`config.mk`:
```
export PLATFORM = sky130hd
export DESIGN_NAME = ipcfg_regs
export DESIGN_NICKNAME = d
export VERILOG_FILES = /design/src/shared/ipcfg_pkg.sv /design/src/rtl/ipcfg_reg16.sv /design/src/rtl/ipcfg_regs.sv
export SDC_FILE = /design/constraint.sdc
export NUM_CORES = 1
export LEC_CHECK = 0
export BUFFER_PORTS_ARGS = -buffer_cell sky130_fd_sc_hd__buf_4
export CORE_ASPECT_RATIO = 1.4
export CORE_MARGIN = 3
export CORE_UTILIZATION = 30
export DETAILED_ROUTE_END_ITERATION = 6
export PLACE_DENSITY = 0.64
export SKIP_LAST_GASP = 1
export SLEW_MARGIN = 15
export SYNTH_ARGS = -nofsm -noshare
export SYNTH_HDL_FRONTEND = slang
export SYNTH_SLANG_ARGS = --single-unit
```
`constraint.sdc`:
```
create_clock -name sys_clk -period 1.25 [get_ports sys_clk]
set_input_delay 0.0625 -clock sys_clk [delete_from_list [all_inputs] [get_ports sys_clk]]
set_output_delay 0.0625 -clock sys_clk [all_outputs]
set_load 0.01 [all_outputs]
```
`src/shared/ipcfg_pkg.sv`:
```
// input path configuration register bank: offsets, fields, reset values
// assumes a 16-bit word control port with word addresses as printed
// Notes on behaviour
// - shared 3-bit cutoff select, resets to 010
// - per-channel filter enable bit 15, resets 0
// - right control holds only enable and gain
// - pair oversample rate bits 14:13, resets 01
// - noise-cancel source forces 3.072MHz mic clock
// - level reference select bits 12:11, resets 00
// - pair mode bits 10:9, code 11 reserved
// - gain code bits 7:1, resets 40h
// - sample delay bits 5:0, resets 00h
// - pair two mirrors pair one left control and delay fields only; its right channel has no registers here
// - one mode field drives both channels
package ipcfg_pkg;
  localparam int IPCFG_AW = 10;
  localparam int IPCFG_DW = 16;
  localparam logic [9:0] OFS_CUTOFF = 10'h30C;
  localparam logic [9:0] OFS_P1L_CTL = 10'h310;
  localparam logic [9:0] OFS_P1L_DLY = 10'h312;
  localparam logic [9:0] OFS_P1R_CTL = 10'h314;
  localparam logic [9:0] OFS_P1R_DLY = 10'h316;
  localparam logic [9:0] OFS_P2L_CTL = 10'h318;
  localparam logic [9:0] OFS_P2L_DLY = 10'h31A;
  localparam int BIT_FILTER_ON = 15;
  localparam int POS_OSR = 13;
  localparam int POS_REF = 11;
  localparam int POS_KIND = 9;
  localparam int POS_GAIN = 1;
  localparam int POS_DLY = 0;
  localparam logic [15:0] MASK_CUTOFF = 16'h0007;
  localparam logic [15:0] MASK_LEFT_CTL = 16'hFEFE;
  localparam logic [15:0] MASK_RIGHT_CTL = 16'h80FE;
  localparam logic [15:0] MASK_DLY = 16'h003F;
  localparam logic [15:0] RST_CUTOFF = 16'h0002;
  localparam logic [15:0] RST_LEFT_CTL = 16'h2080;
  localparam logic [15:0] RST_RIGHT_CTL = 16'h0080;
  localparam logic [15:0] RST_DLY = 16'h0000;
  localparam logic [1:0] OSR_FORCED = 2'h1;
  typedef enum logic [1:0] {
    IPCFG_DIFF = 2'h0,
    IPCFG_SINGLE = 2'h1,
    IPCFG_DMIC = 2'h2,
    IPCFG_RSVD = 2'h3
  } ipcfg_kind_e;
  typedef struct packed {
    logic [1:0] oversample_rate;
    logic [1:0] level_reference;
    ipcfg_kind_e input_kind;
    logic left_filter_on;
    logic right_filter_on;
    logic [6:0] left_gain_code;
    logic [6:0] right_gain_code;
    logic [5:0] left_sample_delay;
    logic [5:0] right_sample_delay;
    logic left_is_digital;
    logic right_is_digital;
  } ipcfg_pair_s;
endpackage

```
`src/rtl/ipcfg_reg16.sv`:
```
// one 16-bit masked configuration register
// assumes write strobe synchronous to sys_clk
`timescale 1ns/1ps
module ipcfg_reg16
  import ipcfg_pkg::*;
#(
  parameter logic [15:0] MASK = 16'hFFFF,
  parameter logic [15:0] RESET_VALUE = 16'h0000
)
(
  // system
  input wire logic sys_clk,
  input wire logic reset_n,
  // write
  input wire logic wr_en,
  input wire logic [15:0] wr_data,
  // value
  output logic [15:0] value
);
  logic [15:0] value_reg;
  logic [15:0] value_next;

  always_comb
  begin
    value_next = value_reg;
    if (wr_en)
    begin
      value_next = wr_data & MASK;
    end
  end

  always_ff @(posedge sys_clk or negedge reset_n)
  begin
    if (!reset_n)
    begin
      value_reg <= RESET_VALUE & MASK;
    end
    else
    begin
      value_reg <= value_next;
    end
  end

  assign value = value_reg;
endmodule // ipcfg_reg16

```
`src/rtl/ipcfg_regs.sv`:
```
// input path configuration register bank for pairs one and two
// assumes a synchronous word-addressed control port on sys_clk
`timescale 1ns/1ps
module ipcfg_regs
  import ipcfg_pkg::*;
(
  // system
  input wire logic sys_clk,
  input wire logic reset_n,
  // control port
  input wire logic [IPCFG_AW-1:0] reg_addr,
  input wire logic reg_wr,
  input wire logic reg_rd,
  input wire logic [IPCFG_DW-1:0] reg_wdata,
  output logic [IPCFG_DW-1:0] reg_rdata,
  output logic reg_hit,
  // noise cancel source selects, pair two right filter enable input
  input wire logic pair1_noise_cancel_src,
  input wire logic pair2_noise_cancel_src,
  input wire logic [1:0] pair2_right_filter_gain_unused,
  // decoded fields
  output logic [2:0] shared_cutoff_select,
  output ipcfg_pair_s pair1_cfg,
  output ipcfg_pair_s pair2_cfg,
  output logic [1:0] pair1_clock_rate,
  output logic [1:0] pair2_clock_rate
);
  localparam int NREG = 7;
  localparam logic [15:0] MSK [NREG] = '{MASK_CUTOFF, MASK_LEFT_CTL,
    MASK_DLY, MASK_RIGHT_CTL, MASK_DLY, MASK_LEFT_CTL, MASK_DLY};
  localparam logic [15:0] RST [NREG] = '{RST_CUTOFF, RST_LEFT_CTL,
    RST_DLY, RST_RIGHT_CTL, RST_DLY, RST_LEFT_CTL, RST_DLY};

  logic [15:0] val [NREG];
  logic [NREG-1:0] sel;
  logic [15:0] rdata_reg;
  logic [15:0] rdata_next;
  logic hit_reg;
  logic hit_next;

  // address match
  function automatic logic [NREG-1:0] decode(input logic [9:0] a);
    logic [NREG-1:0] d;
    d = '0;
    if (a == OFS_CUTOFF)
    begin
      d[0] = 1'b1;
    end
    else if (a == OFS_P1L_CTL)
    begin
      d[1] = 1'b1;
    end
    else if (a == OFS_P1L_DLY)
    begin
      d[2] = 1'b1;
    end
    else if (a == OFS_P1R_CTL)
    begin
      d[3] = 1'b1;
    end
    else if (a == OFS_P1R_DLY)
    begin
      d[4] = 1'b1;
    end
    else if (a == OFS_P2L_CTL)
    begin
      d[5] = 1'b1;
    end
    else if (a == OFS_P2L_DLY)
    begin
      d[6] = 1'b1;
    end
    return d;
  endfunction

  assign sel = decode(reg_addr);

  genvar g;
  generate
    for (g = 0; g < NREG; g++)
    begin : g_reg
      ipcfg_reg16 #(
        .MASK(MSK[g]),
        .RESET_VALUE(RST[g])
      ) u_reg (
        .sys_clk(sys_clk),
        .reset_n(reset_n),
        .wr_en(reg_wr && sel[g]),
        .wr_data(reg_wdata),
        .value(val[g])
      );
    end
  endgenerate

  // read data path
  always_comb
  begin
    rdata_next = rdata_reg;
    hit_next = 1'b0;
    if (reg_rd)
    begin
      rdata_next = 16'h0000;
      hit_next = |sel;
      if (sel[0])
      begin
        rdata_next = val[0];
      end
      else if (sel[1])
      begin
        rdata_next = val[1];
      end
      else if (sel[2])
      begin
        rdata_next = val[2];
      end
      else if (sel[3])
      begin
        rdata_next = val[3];
      end
      else if (sel[4])
      begin
        rdata_next = val[4];
      end
      else if (sel[5])
      begin
        rdata_next = val[5];
      end
      else if (sel[6])
      begin
        rdata_next = val[6];
      end
    end
    else if (reg_wr)
    begin
      hit_next = |sel;
    end
  end

  always_ff @(posedge sys_clk or negedge reset_n)
  begin
    if (!reset_n)
    begin
      rdata_reg <= 16'h0000;
      hit_reg <= 1'b0;
    end
    else
    begin
      rdata_reg <= rdata_next;
      hit_reg <= hit_next;
    end
  end

  assign reg_rdata = rdata_reg;
  assign reg_hit = hit_reg;

  assign shared_cutoff_select = val[0][2:0];

  // pair one
  always_comb
  begin
    pair1_cfg.left_filter_on = val[1][BIT_FILTER_ON];
    pair1_cfg.oversample_rate = val[1][POS_OSR+:2];
    pair1_cfg.level_reference = val[1][POS_REF+:2];
    pair1_cfg.input_kind = ipcfg_kind_e'(val[1][POS_KIND+:2]);
    pair1_cfg.left_gain_code = val[1][POS_GAIN+:7];
    pair1_cfg.left_sample_delay = val[2][POS_DLY+:6];
    pair1_cfg.right_filter_on = val[3][BIT_FILTER_ON];
    pair1_cfg.right_gain_code = val[3][POS_GAIN+:7];
    pair1_cfg.right_sample_delay = val[4][POS_DLY+:6];
    pair1_cfg.left_is_digital = (pair1_cfg.input_kind == IPCFG_DMIC);
    pair1_cfg.right_is_digital = pair1_cfg.left_is_digital;
  end

  // pair two, right channel lives outside this bank
  always_comb
  begin
    pair2_cfg.left_filter_on = val[5][BIT_FILTER_ON];
    pair2_cfg.oversample_rate = val[5][POS_OSR+:2];
    pair2_cfg.level_reference = val[5][POS_REF+:2];
    pair2_cfg.input_kind = ipcfg_kind_e'(val[5][POS_KIND+:2]);
    pair2_cfg.left_gain_code = val[5][POS_GAIN+:7];
    pair2_cfg.left_sample_delay = val[6][POS_DLY+:6];
    pair2_cfg.right_filter_on = pair2_right_filter_gain_unused[0];
    pair2_cfg.right_gain_code = RST_RIGHT_CTL[POS_GAIN+:7];
    pair2_cfg.right_sample_delay = 6'h00;
    pair2_cfg.left_is_digital = (pair2_cfg.input_kind == IPCFG_DMIC);
    pair2_cfg.right_is_digital = pair2_cfg.left_is_digital;
  end

  // effective mic clock rate code
  assign pair1_clock_rate = pair1_noise_cancel_src ? OSR_FORCED
                            : pair1_cfg.oversample_rate;
  assign pair2_clock_rate = pair2_noise_cancel_src ? OSR_FORCED
                            : pair2_cfg.oversample_rate;
endmodule // ipcfg_regs

```
==> results.py <==
metrics = {
    "outcome": {
        "status": "finished with violations",
        "violations": "negative setup slack",
    },
    "timing": {
        "postLayoutSetupSlackWorst_ps": -29.7,
        "holdWs_ps": 20.4,
        "layout_worst_path_cycle_share_pct": 102,
        "maxSlewViolCount": 0,
        "fin_worst_skew_ps": 5.51,
        "hold_viol_final": 0,
        "setup_violations": 22,
        "max_freq_mhz": 781,
        "fin_crit_ps": 1280,
        "tns_ps": -268,
        "rsz0062_at_grt": "true",
    },
    "floorplan": {
        "die_x_microns": 97.7,
        "die_h_microns": 134,
        "rows": 46,
        "top_level_ports": 130,
        "die_area_sq_mm": 0.0131,
        "start_util_pct": 31.0,
        "core_area_sq_mm": 0.0114,
    },
    "setup_path": {
        "end_kind": "flop",
        "reg2regPathDepth": 5,
        "cp.arrival_ps": 1490,
        "reg2reg_slack_ps": 20,
        "cp_max_fo": 6,
        "required_ps": 1460,
        "crit_path_start_kind": "primary input",
        "worstReg2RegEnd": "reg_rdata[1]$_DFFE_PN0P_",
        "critPathKind": "primary input to flop",
        "timing.rr.start": "g_reg[3].u_reg.value[1]$_DFFE_PN0P_",
    },
    "clocking": {
        "clock-sinks": 73,
        "cts_inserted_buffers": 9,
        "ctsHtreeMaxLevel": 3,
        "tritoncts": "yes",
        "clock_latency_ps": 330,
        "clk_pin_slew_worst_paths_ps": 50,
        "root_buffer": "clkbuf_16",
        "cts_buffer_depth": 2,
    },
    "placement": {
        "dp.cells": 591,
        "port_buffers": 111,
        "place_ws_ps": -473,
        "place_congestion": 0.895,
        "dp_hpwl_microns": 8620,
        "postPlaceCellArea_sq_mm": 0.00497,
    },
    "layout": {
        "final_nets": 512,
        "antenna_cells": 0,
        "stdcell_count": 626,
        "largest_reg_flops": 57,
        "layout-area-overhead-vs-synth_pct": 59.1,
        "fin_area_sq_mm": 0.00562,
        "layout.cells.most_common_list": "164 x buf_4, 67 x dfrtp_1, 55 x mux2_2",
        "layout_commonest_cell": "buf_4",
        "fin_util_pct": 49.3,
        "fill_cells": 1050,
        "drive_gt1_share_pct": 60.8,
    },
    "logic_synthesis": {
        "postSynthCellCount": 298,
        "syn_area_sq_mm": 0.00353,
        "synth-warning-count": 0,
        "synth-seq-cells": 73,
        "synth_cell_types": 43,
        "synth.avg_cell_area_sq_um": 11.9,
        "ys_seq_area_share_pct": 51.9,
    },
    "routing": {
        "ant_nets": 0,
        "drc_errors": 0,
        "routed_via_density": 4.98,
        "finalWirelength_microns": 11500,
        "wire_per_inst_microns": 18.4,
        "vias": 3118,
        "dr.pass1.iters": 4,
        "drt-initial-drc-count": 138,
    },
    "grt": {
        "antenna_found_initial": 0,
        "grt.overflow.total": 0,
        "grt_pass1_vias": 3289,
        "grt_max_degree": 36,
        "grt_pass1_wl_microns": 18000,
        "grt_usage_pct": 17.9,
    },
    "power_and_ir_drop": {
        "clkPwrFrac_pct": 46.5,
        "total_power_mw": 5.79,
        "peakVddDrop_mv": 0.702,
        "p_sw_share_pct": 22.0,
        "seqPwrFrac_pct": 42.3,
        "cellPowerDensity_mw_per_mm2": 1030,
        "power_switching_mw": 1.27,
        "p_leak_nw": 2.85,
        "pwr-share-comb_pct": 11.1,
        "p_int_mw": 4.52,
    },
    "hold_path": {
        "hold_depth": 2,
        "min_to": "g_reg[6].u_reg.value[1]$_DFFE_PN0P_",
        "min_path_type": "primary input to flop",
        "hold_start": "reg_wdata[1]",
    },
    "job": {
        "cap_violations": 0,
    },
}
[layer usage]
metal / up-vias / global-route usage, % / routed length [microns]
met5: - / 0 / 0
li1: 1407 / - / -
met2: 119 / 32.2 / 6240
met4: 0 / 9.24 / 445
met3: 34 / 4.32 / 602
met1: 1558 / 19.4 / 4230
[worst max-delay path: stages]
cell,delay [ps]
buf_6,90
or4b_4,570
nor3_4,180
buf_12,150
nand2_2,120
mux2_2,300
[cell usage after synthesis]
library cell	count	share of area (%)
mux2i_1	5	1.4
a311oi_1	1	0.25
dfrtp_1	67	47
nor2b_1	6	1.1
o21bai_1	1	0.21
and3b_1	1	0.25
nand3_1	3	0.42
a211oi_1	3	0.64
a32oi_1	1	0.25
clkbuf_1	7	0.74
buf_2	3	0.42
mux2_2	61	19
a211o_1	1	0.25
a21o_1	1	0.21
o221a_2	3	0.96
nand2_4	1	0.32
a2111oi_0	2	0.50
or4b_4	1	0.39
o2bb2ai_1	5	1.2
o32ai_1	1	0.25
nor2_4	1	0.32
inv_1	7	0.74
conb_1	2	0.21
o21ai_0	11	1.6
nand2b_1	4	0.71
or2_2	2	0.35
o221ai_1	1	0.25
nor4_1	4	0.71
nor4b_4	1	0.67
buf_6	1	0.32
buf_4	18	3.8
a31oi_1	3	0.53
a22oi_1	1	0.21
nor3_4	1	0.46
a21oi_1	6	0.85
nand2_1	17	1.8
a221oi_1	6	1.5
or3_1	1	0.18
nor3_1	3	0.42
nor3_2	1	0.28
nor2_1	25	2.7
dfstp_2	6	4.5
and3_1	2	0.35
[cell type report]
type | count | area (sq um) | area share [%]
multi-input cells | 202 | 1750 | 31.1
clock buffers | 12 | 246 | 4.38
clock inverters | 3 | 65.1 | 1.16
flip-flops and latches | 73 | 1830 | 32.6
inverters | 7 | 26.3 | 0.467
repair buffers | 185 | 1520 | 27.0
well taps | 144 | 180 | 3.20
[kinds of logic after synthesis]
| family | after synthesis | synth area share [%] |
|---|---|---|
| other | 2 | 0.212 |
| buffers and inverters | 36 | 6.05 |
| AOI/OAI and AO/OA | 47 | 9.63 |
| and+or+nand+nor | 74 | 11.4 |
| muxes | 66 | 20.8 |
| DFF | 73 | 51.9 |
[power by group through the flow]
stage	logic, mW	registers [mW]	clock network (mW)
after global routing	0.696	2.46	2.88
after CTS	0.630	2.45	2.77
after global placement	0.573	2.49	0
after detailed placement	0.583	2.49	0
final	0.644	2.45	2.69
after floorplan	0.222	2.51	0
[worst max-delay path by stage]
stage	from	end
after CTS	g_reg[3].u_reg.value[1]$_DFFE_PN0P_	reg_rdata[1]$_DFFE_PN0P_
after global routing	reg_addr[5]	reg_rdata[1]$_DFFE_PN0P_
after detailed placement	reg_addr[5]	g_reg[2].u_reg.value[5]$_DFFE_PN0P_
after floorplan	reg_addr[5]	g_reg[1].u_reg.value[10]$_DFFE_PN0P_
after global placement	reg_addr[5]	g_reg[2].u_reg.value[3]$_DFFE_PN0P_
final	reg_addr[5]	g_reg[2].u_reg.value[0]$_DFFE_PN0P_
[what timing repair did]
item,4_1_cts,5_1_grt
endpoints found under the setup margin,26,42
pin swaps,5,10
gates resized for setup,19,10
hold endpoints to repair,53,0
setup buffers,1,6
gates cloned,1,1
hold buffers,11,0
(Power assumes the default switching activity.)
